--- src/core/tfc_pkg.sv ---
// shared constants for the transmit framing and timing control block
package tfc_pkg;
   // register indices; byte address is four times the index
   localparam logic [11:0] IDX_FRAMING   = 12'h005;
   localparam logic [11:0] IDX_TIMING    = 12'h006;
   localparam logic [11:0] IDX_IRQ_FIRST = 12'h007;
   localparam logic [11:0] IDX_IRQ_SEC   = 12'h008;
   localparam logic [11:0] IDX_IRQ_THIRD = 12'h009;
   localparam logic [11:0] IDX_DIAG      = 12'h00A;
   localparam int          ADDR_SHIFT    = 2;

   // framing and bypass options fields
   localparam int BIT_EBIT_ZERO  = 4;
   localparam int BIT_FRAME_DIS  = 3;
   localparam int BIT_SYNC_PASS  = 2;
   localparam int BIT_CRC_PASS   = 1;
   localparam int BIT_DL_PASS    = 0;
   localparam logic [7:0] FRAMING_RESET = 8'h00;
   localparam logic [7:0] FRAMING_MASK  = 8'h1F;

   // timing options fields
   localparam int OCLK_HI        = 5;
   localparam int OCLK_LO        = 4;
   localparam int PLL_REF_SEL_HI      = 3;
   localparam int PLL_REF_SEL_LO      = 2;
   localparam int BIT_STORE_BYP  = 0;
   localparam logic [7:0] TIMING_RESET = 8'h01;
   localparam logic [7:0] TIMING_MASK  = 8'h3D;

   // clock select encodings
   localparam logic [1:0] OCLK_ATTEN   = 2'h0;
   localparam logic [1:0] OCLK_AUX     = 2'h1;
   localparam logic [1:0] PLL_FIFO_IN  = 2'h0;
   localparam logic [1:0] PLL_BP       = 2'h1;
   localparam logic [1:0] PLL_RECOV    = 2'h2;
   localparam logic [1:0] PLL_AUX      = 2'h3;

   // diagnostics and loopback fields
   localparam int BIT_REVISION   = 6;
   localparam int BIT_PAYLOAD_LB = 5;
   localparam int BIT_LINE_LB    = 4;
   localparam int BIT_RAIS       = 3;
   localparam int BIT_DIAG_LB    = 2;
   localparam int BIT_MIMIC      = 1;
   localparam int BIT_TX_LOS     = 0;
   localparam logic [7:0] DIAG_RESET = 8'h00;
   localparam logic [7:0] DIAG_MASK  = 8'h3F;

   // synchronised clock vector positions
   localparam int CK_BP    = 0;
   localparam int CK_AUX   = 1;
   localparam int CK_RECOV = 2;
   localparam int CK_ATTEN = 3;
   localparam int NUM_CK   = 4;
endpackage : tfc_pkg

--- src/core/tfc_tx_ctrl.sv ---
// transmit framing, timing select and interrupt source registers behind apb
// How it works
// - E1 out of multiframe: E-bits sent as ones if option 0, zeroes if 1
// - framing disable passes transmit data unchanged; otherwise framing inserted
// - sync passthrough reinserts backplane sync bit; otherwise framer makes it
// - T1 CRC-6 passthrough passes backplane CRC bits; otherwise framer computes them
// - T1 data link passthrough passes backplane link bits; otherwise framer makes them
// - store bypass, reset one, routes store inputs straight to outputs
// - output select 00 clocks FIFO output from the attenuated clock
// - output select 01 uses the aux clock; software sets PLL ref 11
// - upper select bit uses FIFO input clock, no attenuation; PLL ref 00
// - PLL ref 00 FIFO input, 01 backplane, 10 recovered, 11 aux clock
// - reset clears clock select and PLL reference fields
// - line loopback with attenuation ignores backplane transmit data
// - upper select with backplane input: line clock equals backplane clock
// - select 01 with reference 11: line clock equals aux clock
// - three read-only source registers, one bit per internal block
// - reading source registers never clears; only block status reads do
//
// The APB interface to the registers was decided locally.
`timescale 1ns/1ps
`default_nettype none
module tfc_tx_ctrl #(
   parameter logic REVISION_VALUE = 1'b0   // arbitrary value
) (
   input  wire logic        clk_i,
   input  wire logic        srst_i,
   // apb slave
   input  wire logic        psel_i,
   input  wire logic        penable_i,
   input  wire logic        pwrite_i,
   input  wire logic [13:0] paddr_i,
   input  wire logic [31:0] pwdata_i,
   output logic      [31:0] prdata_o,
   output logic             pready_o,
   output logic             pslverr_o,
   // mode and framer status
   input  wire logic        e1_mode_i,
   input  wire logic        mf_aligned_i,
   input  wire logic        backplane_clk_dir_i,
   // frame position marks from the basic transmit framer
   input  wire logic        pos_sync_i,
   input  wire logic        pos_crc_i,
   input  wire logic        pos_datalink_i,
   input  wire logic        pos_ebit_i,
   input  wire logic        framer_bit_i,
   // data sources
   input  wire logic        backplane_tx_stream_i,
   input  wire logic        store_out_data_i,
   input  wire logic        rx_recovered_data_i,
   // clocks from outside this domain
   input  wire logic        backplane_tx_clock_i,
   input  wire logic        aux_tx_clock_in_i,
   input  wire logic        rx_recovered_clock_i,
   input  wire logic        atten_clock_i,
   // interrupt lines of the internal blocks
   input  wire logic [23:0] block_irq_i,
   // outputs
   output logic             tx_line_data_o,
   output logic             tx_line_clock_out_o,
   output logic             fifo_out_clock_o,
   output logic             pll_ref_clock_o,
   output logic             jitter_atten_on_o,
   output logic             tx_store_bypass_o,
   output logic             payload_loopback_o,
   output logic             line_loopback_o,
   output logic             rx_force_ais_o,
   output logic             diag_digital_loopback_o,
   output logic             mimic_framing_o,
   output logic             tx_suppress_o,
   output logic             irq_out_n_o
);

   logic [7:0]  framing_q;
   logic [7:0]  timing_q;
   logic [7:0]  diag_q;
   logic [7:0]  irq_src_q [3];
   logic [tfc_pkg::NUM_CK-1:0] ck_meta_q;
   logic [tfc_pkg::NUM_CK-1:0] ck_sync_q;
   logic [11:0] reg_idx;
   logic        wr_en;
   logic        rd_en;
   logic        hit;
   logic [7:0]  rd_val;
   logic [1:0]  oclk_sel;
   logic [1:0]  pll_sel;
   logic        line_lb;
   logic        fifo_in_clk;
   logic        fifo_out_d;
   logic        pll_ref_d;
   logic        store_data;
   logic        src_bit;
   logic        data_d;

   // register index from a byte address
   function automatic logic [11:0] word_index(input logic [13:0] addr);
      word_index = addr[13:tfc_pkg::ADDR_SHIFT];
   endfunction : word_index

   // true when the index names a mapped register
   function automatic logic is_mapped(input logic [11:0] idx);
      is_mapped = (idx >= tfc_pkg::IDX_FRAMING) && (idx <= tfc_pkg::IDX_DIAG);
   endfunction : is_mapped

   // bus decode; slave answers in the first access cycle
   assign reg_idx   = word_index(paddr_i);
   assign hit       = is_mapped(reg_idx) && (paddr_i[1:0] == 2'h0);
   assign wr_en     = psel_i && penable_i && pwrite_i && hit;
   assign rd_en     = psel_i && penable_i && !pwrite_i;
   assign pready_o  = 1'b1;
   assign pslverr_o = psel_i && penable_i && !hit;

   // framing and bypass options register
   always_ff @(posedge clk_i) begin
      if (srst_i) begin
         framing_q <= tfc_pkg::FRAMING_RESET;
      end else if (wr_en && reg_idx == tfc_pkg::IDX_FRAMING) begin
         framing_q <= pwdata_i[7:0] & tfc_pkg::FRAMING_MASK;
      end
   end

   // timing options register, store bypass set at reset
   always_ff @(posedge clk_i) begin
      if (srst_i) begin
         timing_q <= tfc_pkg::TIMING_RESET;
      end else if (wr_en && reg_idx == tfc_pkg::IDX_TIMING) begin
         timing_q <= pwdata_i[7:0] & tfc_pkg::TIMING_MASK;
      end
   end

   // diagnostics and loopback register
   always_ff @(posedge clk_i) begin
      if (srst_i) begin
         diag_q <= tfc_pkg::DIAG_RESET;
      end else if (wr_en && reg_idx == tfc_pkg::IDX_DIAG) begin
         diag_q <= pwdata_i[7:0] & tfc_pkg::DIAG_MASK;
      end
   end

   // interrupt sources follow the blocks; bus reads never touch them
   always_ff @(posedge clk_i) begin
      if (srst_i) begin
         irq_src_q[0] <= 8'h00;
         irq_src_q[1] <= 8'h00;
         irq_src_q[2] <= 8'h00;
      end else begin
         irq_src_q[0] <= block_irq_i[7:0];
         irq_src_q[1] <= block_irq_i[15:8];
         irq_src_q[2] <= block_irq_i[23:16];
      end
   end

   // read multiplexer
   always_comb begin
      rd_val = 8'h00;
      case (reg_idx)
         tfc_pkg::IDX_FRAMING:   rd_val = framing_q;
         tfc_pkg::IDX_TIMING:    rd_val = timing_q;
         tfc_pkg::IDX_IRQ_FIRST: rd_val = irq_src_q[0];
         tfc_pkg::IDX_IRQ_SEC:   rd_val = irq_src_q[1];
         tfc_pkg::IDX_IRQ_THIRD: rd_val = irq_src_q[2];
         tfc_pkg::IDX_DIAG: begin
            rd_val = diag_q;
            rd_val[tfc_pkg::BIT_REVISION] = REVISION_VALUE;
         end
         default:                rd_val = 8'h00;
      endcase
   end

   // read data registered in the setup cycle, ready for the access cycle
   always_ff @(posedge clk_i) begin
      if (srst_i) begin
         prdata_o <= 32'h0000_0000;
      end else if (psel_i && !penable_i && !pwrite_i) begin
         prdata_o <= {24'h00_0000, hit ? rd_val : 8'h00};
      end
   end

   // two-stage synchronisers for the outside clocks
   always_ff @(posedge clk_i) begin
      if (srst_i) begin
         ck_meta_q <= '0;
         ck_sync_q <= '0;
      end else begin
         ck_meta_q <= {atten_clock_i, rx_recovered_clock_i, aux_tx_clock_in_i, backplane_tx_clock_i};
         ck_sync_q <= ck_meta_q;
      end
   end

   // clock selection
   assign oclk_sel    = timing_q[tfc_pkg::OCLK_HI:tfc_pkg::OCLK_LO];
   assign pll_sel     = timing_q[tfc_pkg::PLL_REF_SEL_HI:tfc_pkg::PLL_REF_SEL_LO];
   assign line_lb     = diag_q[tfc_pkg::BIT_LINE_LB];
   assign fifo_in_clk = line_lb ? ck_sync_q[tfc_pkg::CK_RECOV] : ck_sync_q[tfc_pkg::CK_BP];

   // fifo output clock source
   always_comb begin
      fifo_out_d = ck_sync_q[tfc_pkg::CK_ATTEN];
      if (oclk_sel[1]) begin
         fifo_out_d = fifo_in_clk;
      end else if (oclk_sel == tfc_pkg::OCLK_AUX) begin
         fifo_out_d = ck_sync_q[tfc_pkg::CK_AUX];
      end else begin
         fifo_out_d = ck_sync_q[tfc_pkg::CK_ATTEN];
      end
   end

   // pll reference source
   always_comb begin
      pll_ref_d = fifo_in_clk;
      case (pll_sel)
         tfc_pkg::PLL_FIFO_IN: pll_ref_d = fifo_in_clk;
         tfc_pkg::PLL_BP:      pll_ref_d = ck_sync_q[tfc_pkg::CK_BP];
         tfc_pkg::PLL_RECOV:   pll_ref_d = ck_sync_q[tfc_pkg::CK_RECOV];
         tfc_pkg::PLL_AUX:     pll_ref_d = ck_sync_q[tfc_pkg::CK_AUX];
         default:              pll_ref_d = fifo_in_clk;
      endcase
   end

   // registered clock outputs
   always_ff @(posedge clk_i) begin
      if (srst_i) begin
         fifo_out_clock_o    <= 1'b0;
         tx_line_clock_out_o <= 1'b0;
         pll_ref_clock_o     <= 1'b0;
         jitter_atten_on_o   <= 1'b1;
      end else begin
         fifo_out_clock_o    <= fifo_out_d;
         tx_line_clock_out_o <= fifo_out_d;
         pll_ref_clock_o     <= pll_ref_d;
         jitter_atten_on_o   <= (oclk_sel == tfc_pkg::OCLK_ATTEN);
      end
   end

   // data source: loopback data replaces backplane data
   assign store_data = timing_q[tfc_pkg::BIT_STORE_BYP] ? backplane_tx_stream_i : store_out_data_i;
   assign src_bit    = line_lb ? rx_recovered_data_i : store_data;

   // framing insertion per bit position
   always_comb begin
      data_d = src_bit;
      if (framing_q[tfc_pkg::BIT_FRAME_DIS]) begin
         data_d = src_bit;
      end else if (pos_sync_i) begin
         data_d = framing_q[tfc_pkg::BIT_SYNC_PASS] ? src_bit : framer_bit_i;
      end else if (pos_crc_i && !e1_mode_i) begin
         data_d = framing_q[tfc_pkg::BIT_CRC_PASS] ? src_bit : framer_bit_i;
      end else if (pos_datalink_i && !e1_mode_i) begin
         data_d = framing_q[tfc_pkg::BIT_DL_PASS] ? src_bit : framer_bit_i;
      end else if (pos_ebit_i && e1_mode_i && !mf_aligned_i) begin
         data_d = !framing_q[tfc_pkg::BIT_EBIT_ZERO];
      end else if (pos_crc_i || pos_datalink_i || pos_ebit_i) begin
         data_d = framer_bit_i;
      end else begin
         data_d = src_bit;
      end
   end

   // registered line data
   always_ff @(posedge clk_i) begin
      if (srst_i) begin
         tx_line_data_o <= 1'b0;
      end else begin
         tx_line_data_o <= data_d;
      end
   end

   // interrupt output follows the source registers
   always_ff @(posedge clk_i) begin
      if (srst_i) begin
         irq_out_n_o <= 1'b1;
      end else begin
         irq_out_n_o <= ~(|{irq_src_q[0], irq_src_q[1], irq_src_q[2]});
      end
   end

   // control levels straight from the registers
   assign tx_store_bypass_o       = timing_q[tfc_pkg::BIT_STORE_BYP];
   assign payload_loopback_o      = diag_q[tfc_pkg::BIT_PAYLOAD_LB];
   assign line_loopback_o         = diag_q[tfc_pkg::BIT_LINE_LB];
   assign rx_force_ais_o          = diag_q[tfc_pkg::BIT_RAIS];
   assign diag_digital_loopback_o = diag_q[tfc_pkg::BIT_DIAG_LB];
   assign mimic_framing_o         = diag_q[tfc_pkg::BIT_MIMIC];
   assign tx_suppress_o           = diag_q[tfc_pkg::BIT_TX_LOS];

   // e-bit value while out of multiframe
   ebit_value_a: assert property (@(posedge clk_i) disable iff (srst_i)
      (e1_mode_i && !mf_aligned_i && pos_ebit_i && !pos_sync_i && !framing_q[tfc_pkg::BIT_FRAME_DIS])
      |=> tx_line_data_o == !$past(framing_q[tfc_pkg::BIT_EBIT_ZERO]))
      else $error("e-bit value wrong while out of multiframe");

   // framing disable passes data
   frame_dis_pass_a: assert property (@(posedge clk_i) disable iff (srst_i)
      framing_q[tfc_pkg::BIT_FRAME_DIS] && !line_lb && timing_q[tfc_pkg::BIT_STORE_BYP]
      |=> tx_line_data_o == $past(backplane_tx_stream_i))
      else $error("framing disable did not pass data");

   // sync bit generated by framer when not passed
   sync_gen_a: assert property (@(posedge clk_i) disable iff (srst_i)
      pos_sync_i && !framing_q[tfc_pkg::BIT_FRAME_DIS] && !framing_q[tfc_pkg::BIT_SYNC_PASS]
      |=> tx_line_data_o == $past(framer_bit_i))
      else $error("sync bit not from framer");

   // aux clock reaches the line clock output
   aux_line_clk_a: assert property (@(posedge clk_i) disable iff (srst_i)
      oclk_sel == tfc_pkg::OCLK_AUX ##1 oclk_sel == tfc_pkg::OCLK_AUX
      |-> tx_line_clock_out_o == $past(ck_sync_q[tfc_pkg::CK_AUX]))
      else $error("line clock not following aux clock");

   // backplane clock reaches the line clock output
   bp_line_clk_a: assert property (@(posedge clk_i) disable iff (srst_i)
      oclk_sel[1] && !line_lb && backplane_clk_dir_i
      |=> tx_line_clock_out_o == $past(ck_sync_q[tfc_pkg::CK_BP]) && !jitter_atten_on_o)
      else $error("line clock not following backplane clock");

   // recovered clock as pll reference
   pll_recov_a: assert property (@(posedge clk_i) disable iff (srst_i)
      pll_sel == tfc_pkg::PLL_RECOV |=> pll_ref_clock_o == $past(ck_sync_q[tfc_pkg::CK_RECOV]))
      else $error("pll reference not recovered clock");

   // reset values of the timing register
   timing_reset_a: assert property (@(posedge clk_i)
      srst_i |=> timing_q == tfc_pkg::TIMING_RESET && tx_store_bypass_o)
      else $error("timing register reset value wrong");

   // interrupt output tracks sources two cycles later
   irq_assert_a: assert property (@(posedge clk_i) disable iff (srst_i)
      (|block_irq_i) |=> ##1 !irq_out_n_o)
      else $error("interrupt output not asserted");

   // source register reads leave the indication
   irq_noclear_a: assert property (@(posedge clk_i) disable iff (srst_i)
      rd_en && reg_idx == tfc_pkg::IDX_IRQ_FIRST && block_irq_i[7:0] != 8'h00 && $stable(block_irq_i)
      ##1 $stable(block_irq_i)
      |-> irq_src_q[0] == $past(block_irq_i[7:0]) && !irq_out_n_o)
      else $error("source read cleared an indication");

endmodule : tfc_tx_ctrl
`default_nettype wire

--- config.mk ---
export PLATFORM = sky130hd
export DESIGN_NAME = tfc_tx_ctrl
export DESIGN_NICKNAME = d
export VERILOG_FILES = /design/src/core/tfc_pkg.sv /design/src/core/tfc_tx_ctrl.sv
export SDC_FILE = /design/constraint.sdc
export NUM_CORES = 1
export LEC_CHECK = 0
export BUFFER_PORTS_ARGS = -buffer_cell sky130_fd_sc_hd__buf_4
export CAP_MARGIN = 20
export CORE_ASPECT_RATIO = 2
export CORE_MARGIN = 10
export CORE_UTILIZATION = 48
export CTS_BUF_LIST = sky130_fd_sc_hd__clkbuf_4 sky130_fd_sc_hd__clkbuf_8
export DETAILED_ROUTE_END_ITERATION = 6
export PLACE_DENSITY = 0.88
export SYNTH_ARGS = -nofsm -noshare
export SYNTH_HDL_FRONTEND = slang
export SYNTH_SLANG_ARGS = --single-unit
export TNS_END_PERCENT = 50
--- constraint.sdc ---
create_clock -name clk_i -period 2.75 [get_ports clk_i]
set_clock_uncertainty 0.1 [all_clocks]
set_input_delay 0.4125 -clock clk_i [delete_from_list [all_inputs] [get_ports clk_i]]
set_output_delay 0.4125 -clock clk_i [all_outputs]
set_load 0.02 [all_outputs]
==> results_dict.tcl, run 1 <==
set metrics [dict create \
    status "finished, final reports clean" \
    fp.dieW_um 74.4 \
    start_util 0.494 \
    hold_class "in -> reg" \
    period_needed_ps 2320 \
    track_usage 0.148 \
    layout-drive-gt1-share 0.303 \
    core_area_um2 5760 \
    antenna_found_initial 0 \
    cts_sinks 61 \
    yosysSeqAreaShare 0.429 \
    diodes 0 \
    place_inst 428 \
    finalWirelength_mm 7.23 \
    synth-seq-cells 61 \
    vias_per_cell 5.36 \
    setup_violations 0 \
    synth_cell_type_count 56 \
    synth.avg_cell_area_um2 9.61 \
    synth_top_area_frac 0.429 \
    fmax_ghz 0.431 \
    gp_congestion 0.845 \
    ys_top_cells_by_area "dfxtp_1 43%, mux2i_1 9.5%, nor2b_1 7.5%, buf_4 6.9%, nor2_1 3.0%" \
    rows 39 \
    io_buffers 84 \
    relSlewSlack 0.626 \
    synth_edf_count 0 \
    final_antenna_net_count 0 \
    wl_met3_um 574 \
    synthFlopType "dfxtp_1" \
    firstDrtPassIters 4 \
    drv_slew 0 \
    endpoint_kind "output port" \
    wl_met1_mm 2.46 \
    grt_max_degree 60 \
    first_global_vias 2471 \
    syn-cell-area_um2 2840 \
    dp_hpwl_mm 5.88 \
    start_kind "input pin" \
    setup_tns_ps 0 \
    routedWlPerCell_um 16.3 \
    ios 137 \
    tightest_slew_ps 560 \
    worstPathRequired_ps 2240 \
    wl_met2_mm 4.00 \
    ir_drop_mv 0.435 \
    dieArea_um2 9590 \
    yosys_warnings 0 \
    p_leak_nw 1.68 \
    ctsLongestPathBuffers 2 \
    cts_tree "done" \
    rsz0062_at_grt "false" \
    yosysMostFrequentCell "dfxtp_1" \
    drc 0 \
    yosys-top-cells-count "61 x dfxtp_1, 34 x nor2b_1, 27 x mux2i_1" \
    period_share 0.843 \
    crit_fanout 8 \
    vias 2379 \
    hold_viol 0 \
    syn_inst 296 \
    p_per_area_nw_per_um2 543 \
    cts-buffers-inserted 9 \
    h-tree-depth 3 \
    root_buffer "clkbuf_8" \
    postCtsSetupRepairBufs 0 \
    p_total_mw 1.96 \
    cts_hold_buf 0 \
    overflow 0 \
    async_flop_share 0 \
    clock_latency_ps 330 \
    num-nets-final 468 \
    fin_cells 444 \
    n_fill_cell 496 \
    dieHeight_um 129 \
    grt_first_pass_wirelength_mm 11.2 \
    path_class "in -> out" \
    drt-initial-drc-count 97 \
    cts_resized 0 \
    yosys.area.top_type "dfxtp_1" \
    syn2layout_area_growth_pct 27.1 \
    max_cap_violations 0 \
    clk_pin_slew_worst_paths_ps 60 \
    route.top_layer_used "met4" \
    cp.arrival_ps 1810 \
]
worst max-delay path, cell delays in order:
cell and delay, ps:
buf_4 100, or4_1 690, nor2_4 270, a31oi_1 130, buf_4 200
cell families after synthesis:
group                  count (synthesis)  share of synthesized area
DFF                                   61                      0.429
and+or+nand+nor                      112                      0.242
muxes                                 32                      0.115
other                                  2                    0.00264
AOI/OAI and AO/OA                     47                      0.117
buffers and inverters                 42                     0.0937
layer usage:
| metal | track usage | up-vias |
|---|---|---|
| li1 | - | 1163 |
| met1 | 0.132 | 1107 |
| met2 | 0.274 | 92 |
| met3 | 0.0531 | 17 |
| met4 | 0.0807 | 0 |
| met5 | 0 | - |
sequential cells by signal, summed over array words and instances, names as in the netlist:
signal             flops
irq_src_q             24
prdata_o               8
diag_q                 6
framing_q              5
timing_q               5
ck_meta_q              4
ck_sync_q              4
fifo_out_clock_o       1
irq_out_n_o            1
jitter_atten_on_o      1
pll_ref_clock_o        1
tx_line_data_o         1
where the power goes:
group          internal, mW  switching (mW)
clock                 0.501           0.317
sequential            0.911          0.0129
combinational         0.106           0.116
layout by cell type (no fill, tap or decap), types with 4 or more instances in the layout:
| cell | count |
|---|---|
| nor3b_1 | 5 |
| nand2_1 | 15 |
| clkbuf_8 | 12 |
| nor4_1 | 7 |
| nor2b_1 | 34 |
| mux2i_1 | 27 |
| nor2_1 | 23 |
| o21ai_1 | 6 |
| a21oi_1 | 8 |
| mux2_2 | 5 |
| conb_1 | 25 |
| inv_1 | 4 |
| dfxtp_1 | 61 |
| nand2b_1 | 7 |
| buf_4 | 86 |
area by class of cell:
cell class	count	area [um2]	area share
Sequential cell	61	1220	0.338
Multi-Input combinational cell	216	1440	0.399
Timing Repair Buffer	86	646	0.179
Inverter	4	15.0	0.00415
Clock inverter	3	42.5	0.0118
Tap cell	61	76.3	0.0211
Clock buffer	13	173	0.0478
metrics by stage:
step / worst slack (ps) / util / instance area [um2] / hold slack [ps]
finish: 431 / 0.628 / 3620 / 194
global route: 392 / 0.628 / 3620 / 183
floorplan: 661 / - / 2930 / 314
CTS: 421 / 0.628 / 3620 / 179
detailed placement: 333 / 0.591 / 3400 / 325
global placement: 331 / 0.591 / 3400 / 320
final timing paths:
path	startpoint	end	slack, ps	cells past startpoint
worst min-delay path	block_irq_i[6]	irq_src_q[0][6]	190	2
worst min register to register	ck_meta_q[2]	ck_sync_q[2]	340	1
worst max-delay path	paddr_i[7]	pslverr_o	430	5
worst max register to register	timing_q[0]	tx_line_data_o	920	5
Note: power is estimated with default switching activity, not from simulation.
==> run 2: changes to the inputs <==
Settings changed: ABC_AREA set to 1, CORE_UTILIZATION 48 to 49, PLACE_DENSITY 0.88 to 0.87.
Clock period 2.75 ns to 2.3 ns, I/O delays scaled along.
==> run 2 against run 1 <==
Effect of this change: hold slack got worse by 98 ps; critical path depth rose by 5; count of clock-buffer cells in the layout fell by 3; sequential share of layout area fell by 3.2 points; setup slack got worse by 170 ps; via count rose by 29%; power rose by 23%; critical path type unchanged; critical endpoint unchanged; largest power group unchanged.
==> results_dict.tcl, run 2 <==
set metrics [dict create \
    track_usage 0.167 \
    drc 0 \
    dieArea_um2 10300 \
    r2r_setup_slack_ps 720 \
    firstDrtPassIters 5 \
    synth_cell_type_count 29 \
    tightest_slew_ps 583 \
    synthFlopType "dfxtp_1" \
    reg.largest.list "irq_src_q x24, prdata_o x8, diag_q x6" \
    n_fill_cell 568 \
    gp_congestion 0.934 \
    largest_register "irq_src_q" \
    yosysSeqAreaShare 0.384 \
    io_buffers 84 \
    rsz0062_at_grt "false" \
    setup_tns_ps 0 \
    fmax_ghz 0.491 \
    design_area_um2 3990 \
    overflow 0 \
    layout-drive-gt1-share 0.250 \
    final_core_util 0.633 \
    diodes 0 \
    start_util 0.503 \
    core_area_um2 6310 \
    period_needed_ps 2040 \
    hold_viol 0 \
    final_antenna_net_count 0 \
    clock_power_share 0.436 \
    worstPathRequired_ps 1860 \
    period_share 0.885 \
    synth_top_area_frac 0.384 \
    finalWirelength_mm 8.59 \
    p_leak_nw 2.11 \
    setup_violations 0 \
    dp_hpwl_mm 6.95 \
    fp.dieW_um 76.9 \
    vias_per_cell 4.86 \
    status "finished, final reports clean" \
    rows 41 \
    cp.arrival_ps 1590 \
    ys_top_cells_by_area "dfxtp_1 38%, nor2_1 9.8%, nand2_1 9.6%, inv_1 7.9%, nand3_1 6.8%" \
    p_per_area_nw_per_um2 607 \
    synth-seq-cells 61 \
    dpl-instance-area_um2 3770 \
    combinationalPowerShare 0.107 \
    fin_cells 631 \
    endpoint_kind "output port" \
    postCtsSetupRepairBufs 0 \
    swShare 0.243 \
    ir_drop_mv 0.432 \
    grt_max_degree 43 \
    clk_pin_slew_worst_paths_ps 70 \
    cts-buffers-inserted 9 \
    syn2layout_area_growth_pct 25.7 \
    synth.avg_cell_area_um2 6.95 \
    cts_hold_buf 0 \
    syn_inst 457 \
    h-tree-depth 3 \
    synth_edf_count 0 \
    num-nets-final 630 \
    clock_latency_ps 350 \
    setup_ws_ps 263 \
    antenna_found_initial 0 \
    yosys.area.top_type "dfxtp_1" \
    largest_reg_flops 24 \
    drt-initial-drc-count 145 \
    root_buffer "clkbuf_8" \
    start_kind "input pin" \
    drv_slew 0 \
    first_global_vias 3233 \
    cts_sinks 61 \
    yosysMostFrequentCell "nor2_1" \
    place_inst 615 \
    max_cap_violations 0 \
    crit_fanout 7 \
    timing.hold.ws_ps 96.0 \
    ios 137 \
    p_int_mw 1.83 \
    syn-cell-area_um2 3180 \
    async_flop_share 0 \
    p_seq_frac 0.456 \
    hold_class "in -> reg" \
    cts_resized 0 \
    ctsLongestPathBuffers 2 \
    mostFrequentLayoutCells "87 x buf_4, 83 x nor2_1, 81 x nand2_1" \
    p_total_mw 2.42 \
    routedWlPerCell_um 13.6 \
    path_class "in -> out" \
    dieHeight_um 134 \
    grt_first_pass_wirelength_mm 14.0 \
    vias 3067 \
    cts_tree "done" \
    place_ws_ps 261 \
    relSlewSlack 0.611 \
    power.switching_mw 0.588 \
    yosys-top-cells-count "83 x nor2_1, 81 x nand2_1, 67 x inv_1" \
    yosys_warnings 0 \
    final_common_cell "buf_4" \
]
## run 2: layout make-up
| type | count | area, um2 | share of cell area |
|---|---|---|---|
| Clock buffer | 10 | 138 | 0.0345 |
| Clock inverter | 6 | 86.3 | 0.0216 |
| Inverter | 71 | 267 | 0.0667 |
| Multi-Input combinational cell | 310 | 1520 | 0.381 |
| Tap cell | 86 | 108 | 0.0269 |
| Sequential cell | 61 | 1220 | 0.306 |
| Timing Repair Buffer | 87 | 653 | 0.164 |
## run 2: logic make-up after synthesis
group | after synthesis | share of synthesized area
and+or+nand+nor | 253 | 0.390
buffers and inverters | 109 | 0.164
DFF | 61 | 0.384
AOI/OAI and AO/OA | 32 | 0.0599
other | 2 | 0.00236
## run 2: power groups by stage
| stage | Clock, mW | Combinational [mW] | Sequential [mW] |
|---|---|---|---|
| 2_1_floorplan | 0 | 0.173 | 1.13 |
| 3_3_place_gp | 0 | 0.251 | 1.13 |
| 3_5_place_dp | 0 | 0.258 | 1.13 |
| 4_1_cts | 1.07 | 0.260 | 1.11 |
| 5_1_grt | 1.11 | 0.287 | 1.11 |
| 6_report | 1.06 | 0.260 | 1.11 |
## run 2: path summary, 6_finish.rpt
check | cells past startpoint | from | end
setup / recovery | 10 | paddr_i[7] | pslverr_o
hold / removal | 3 | block_irq_i[18] | irq_src_q[0][18]
setup reg to reg | 10 | diag_q[4] | tx_line_data_o
hold reg to reg | 2 | ck_meta_q[0] | ck_sync_q[0]
## run 2: critical path, stage by stage
cell and delay, ps:
buf_4 110, nor2_2 120, nand2_2 170, nor2_4 230, nand2_4 90, nand2_8 100, o21ai_4 80, nor2_8 120
nor2_1 60, buf_4 150
## run 2: metal layers
layer	share of wire	global-route usage	up-vias	routed length, um
met3	0.054	0.0535	31	461
li1	-	-	1532	-
met5	0	0	-	0
met4	0.052	0.128	0	445
met2	0.56	0.320	128	4840
met1	0.33	0.133	1376	2850
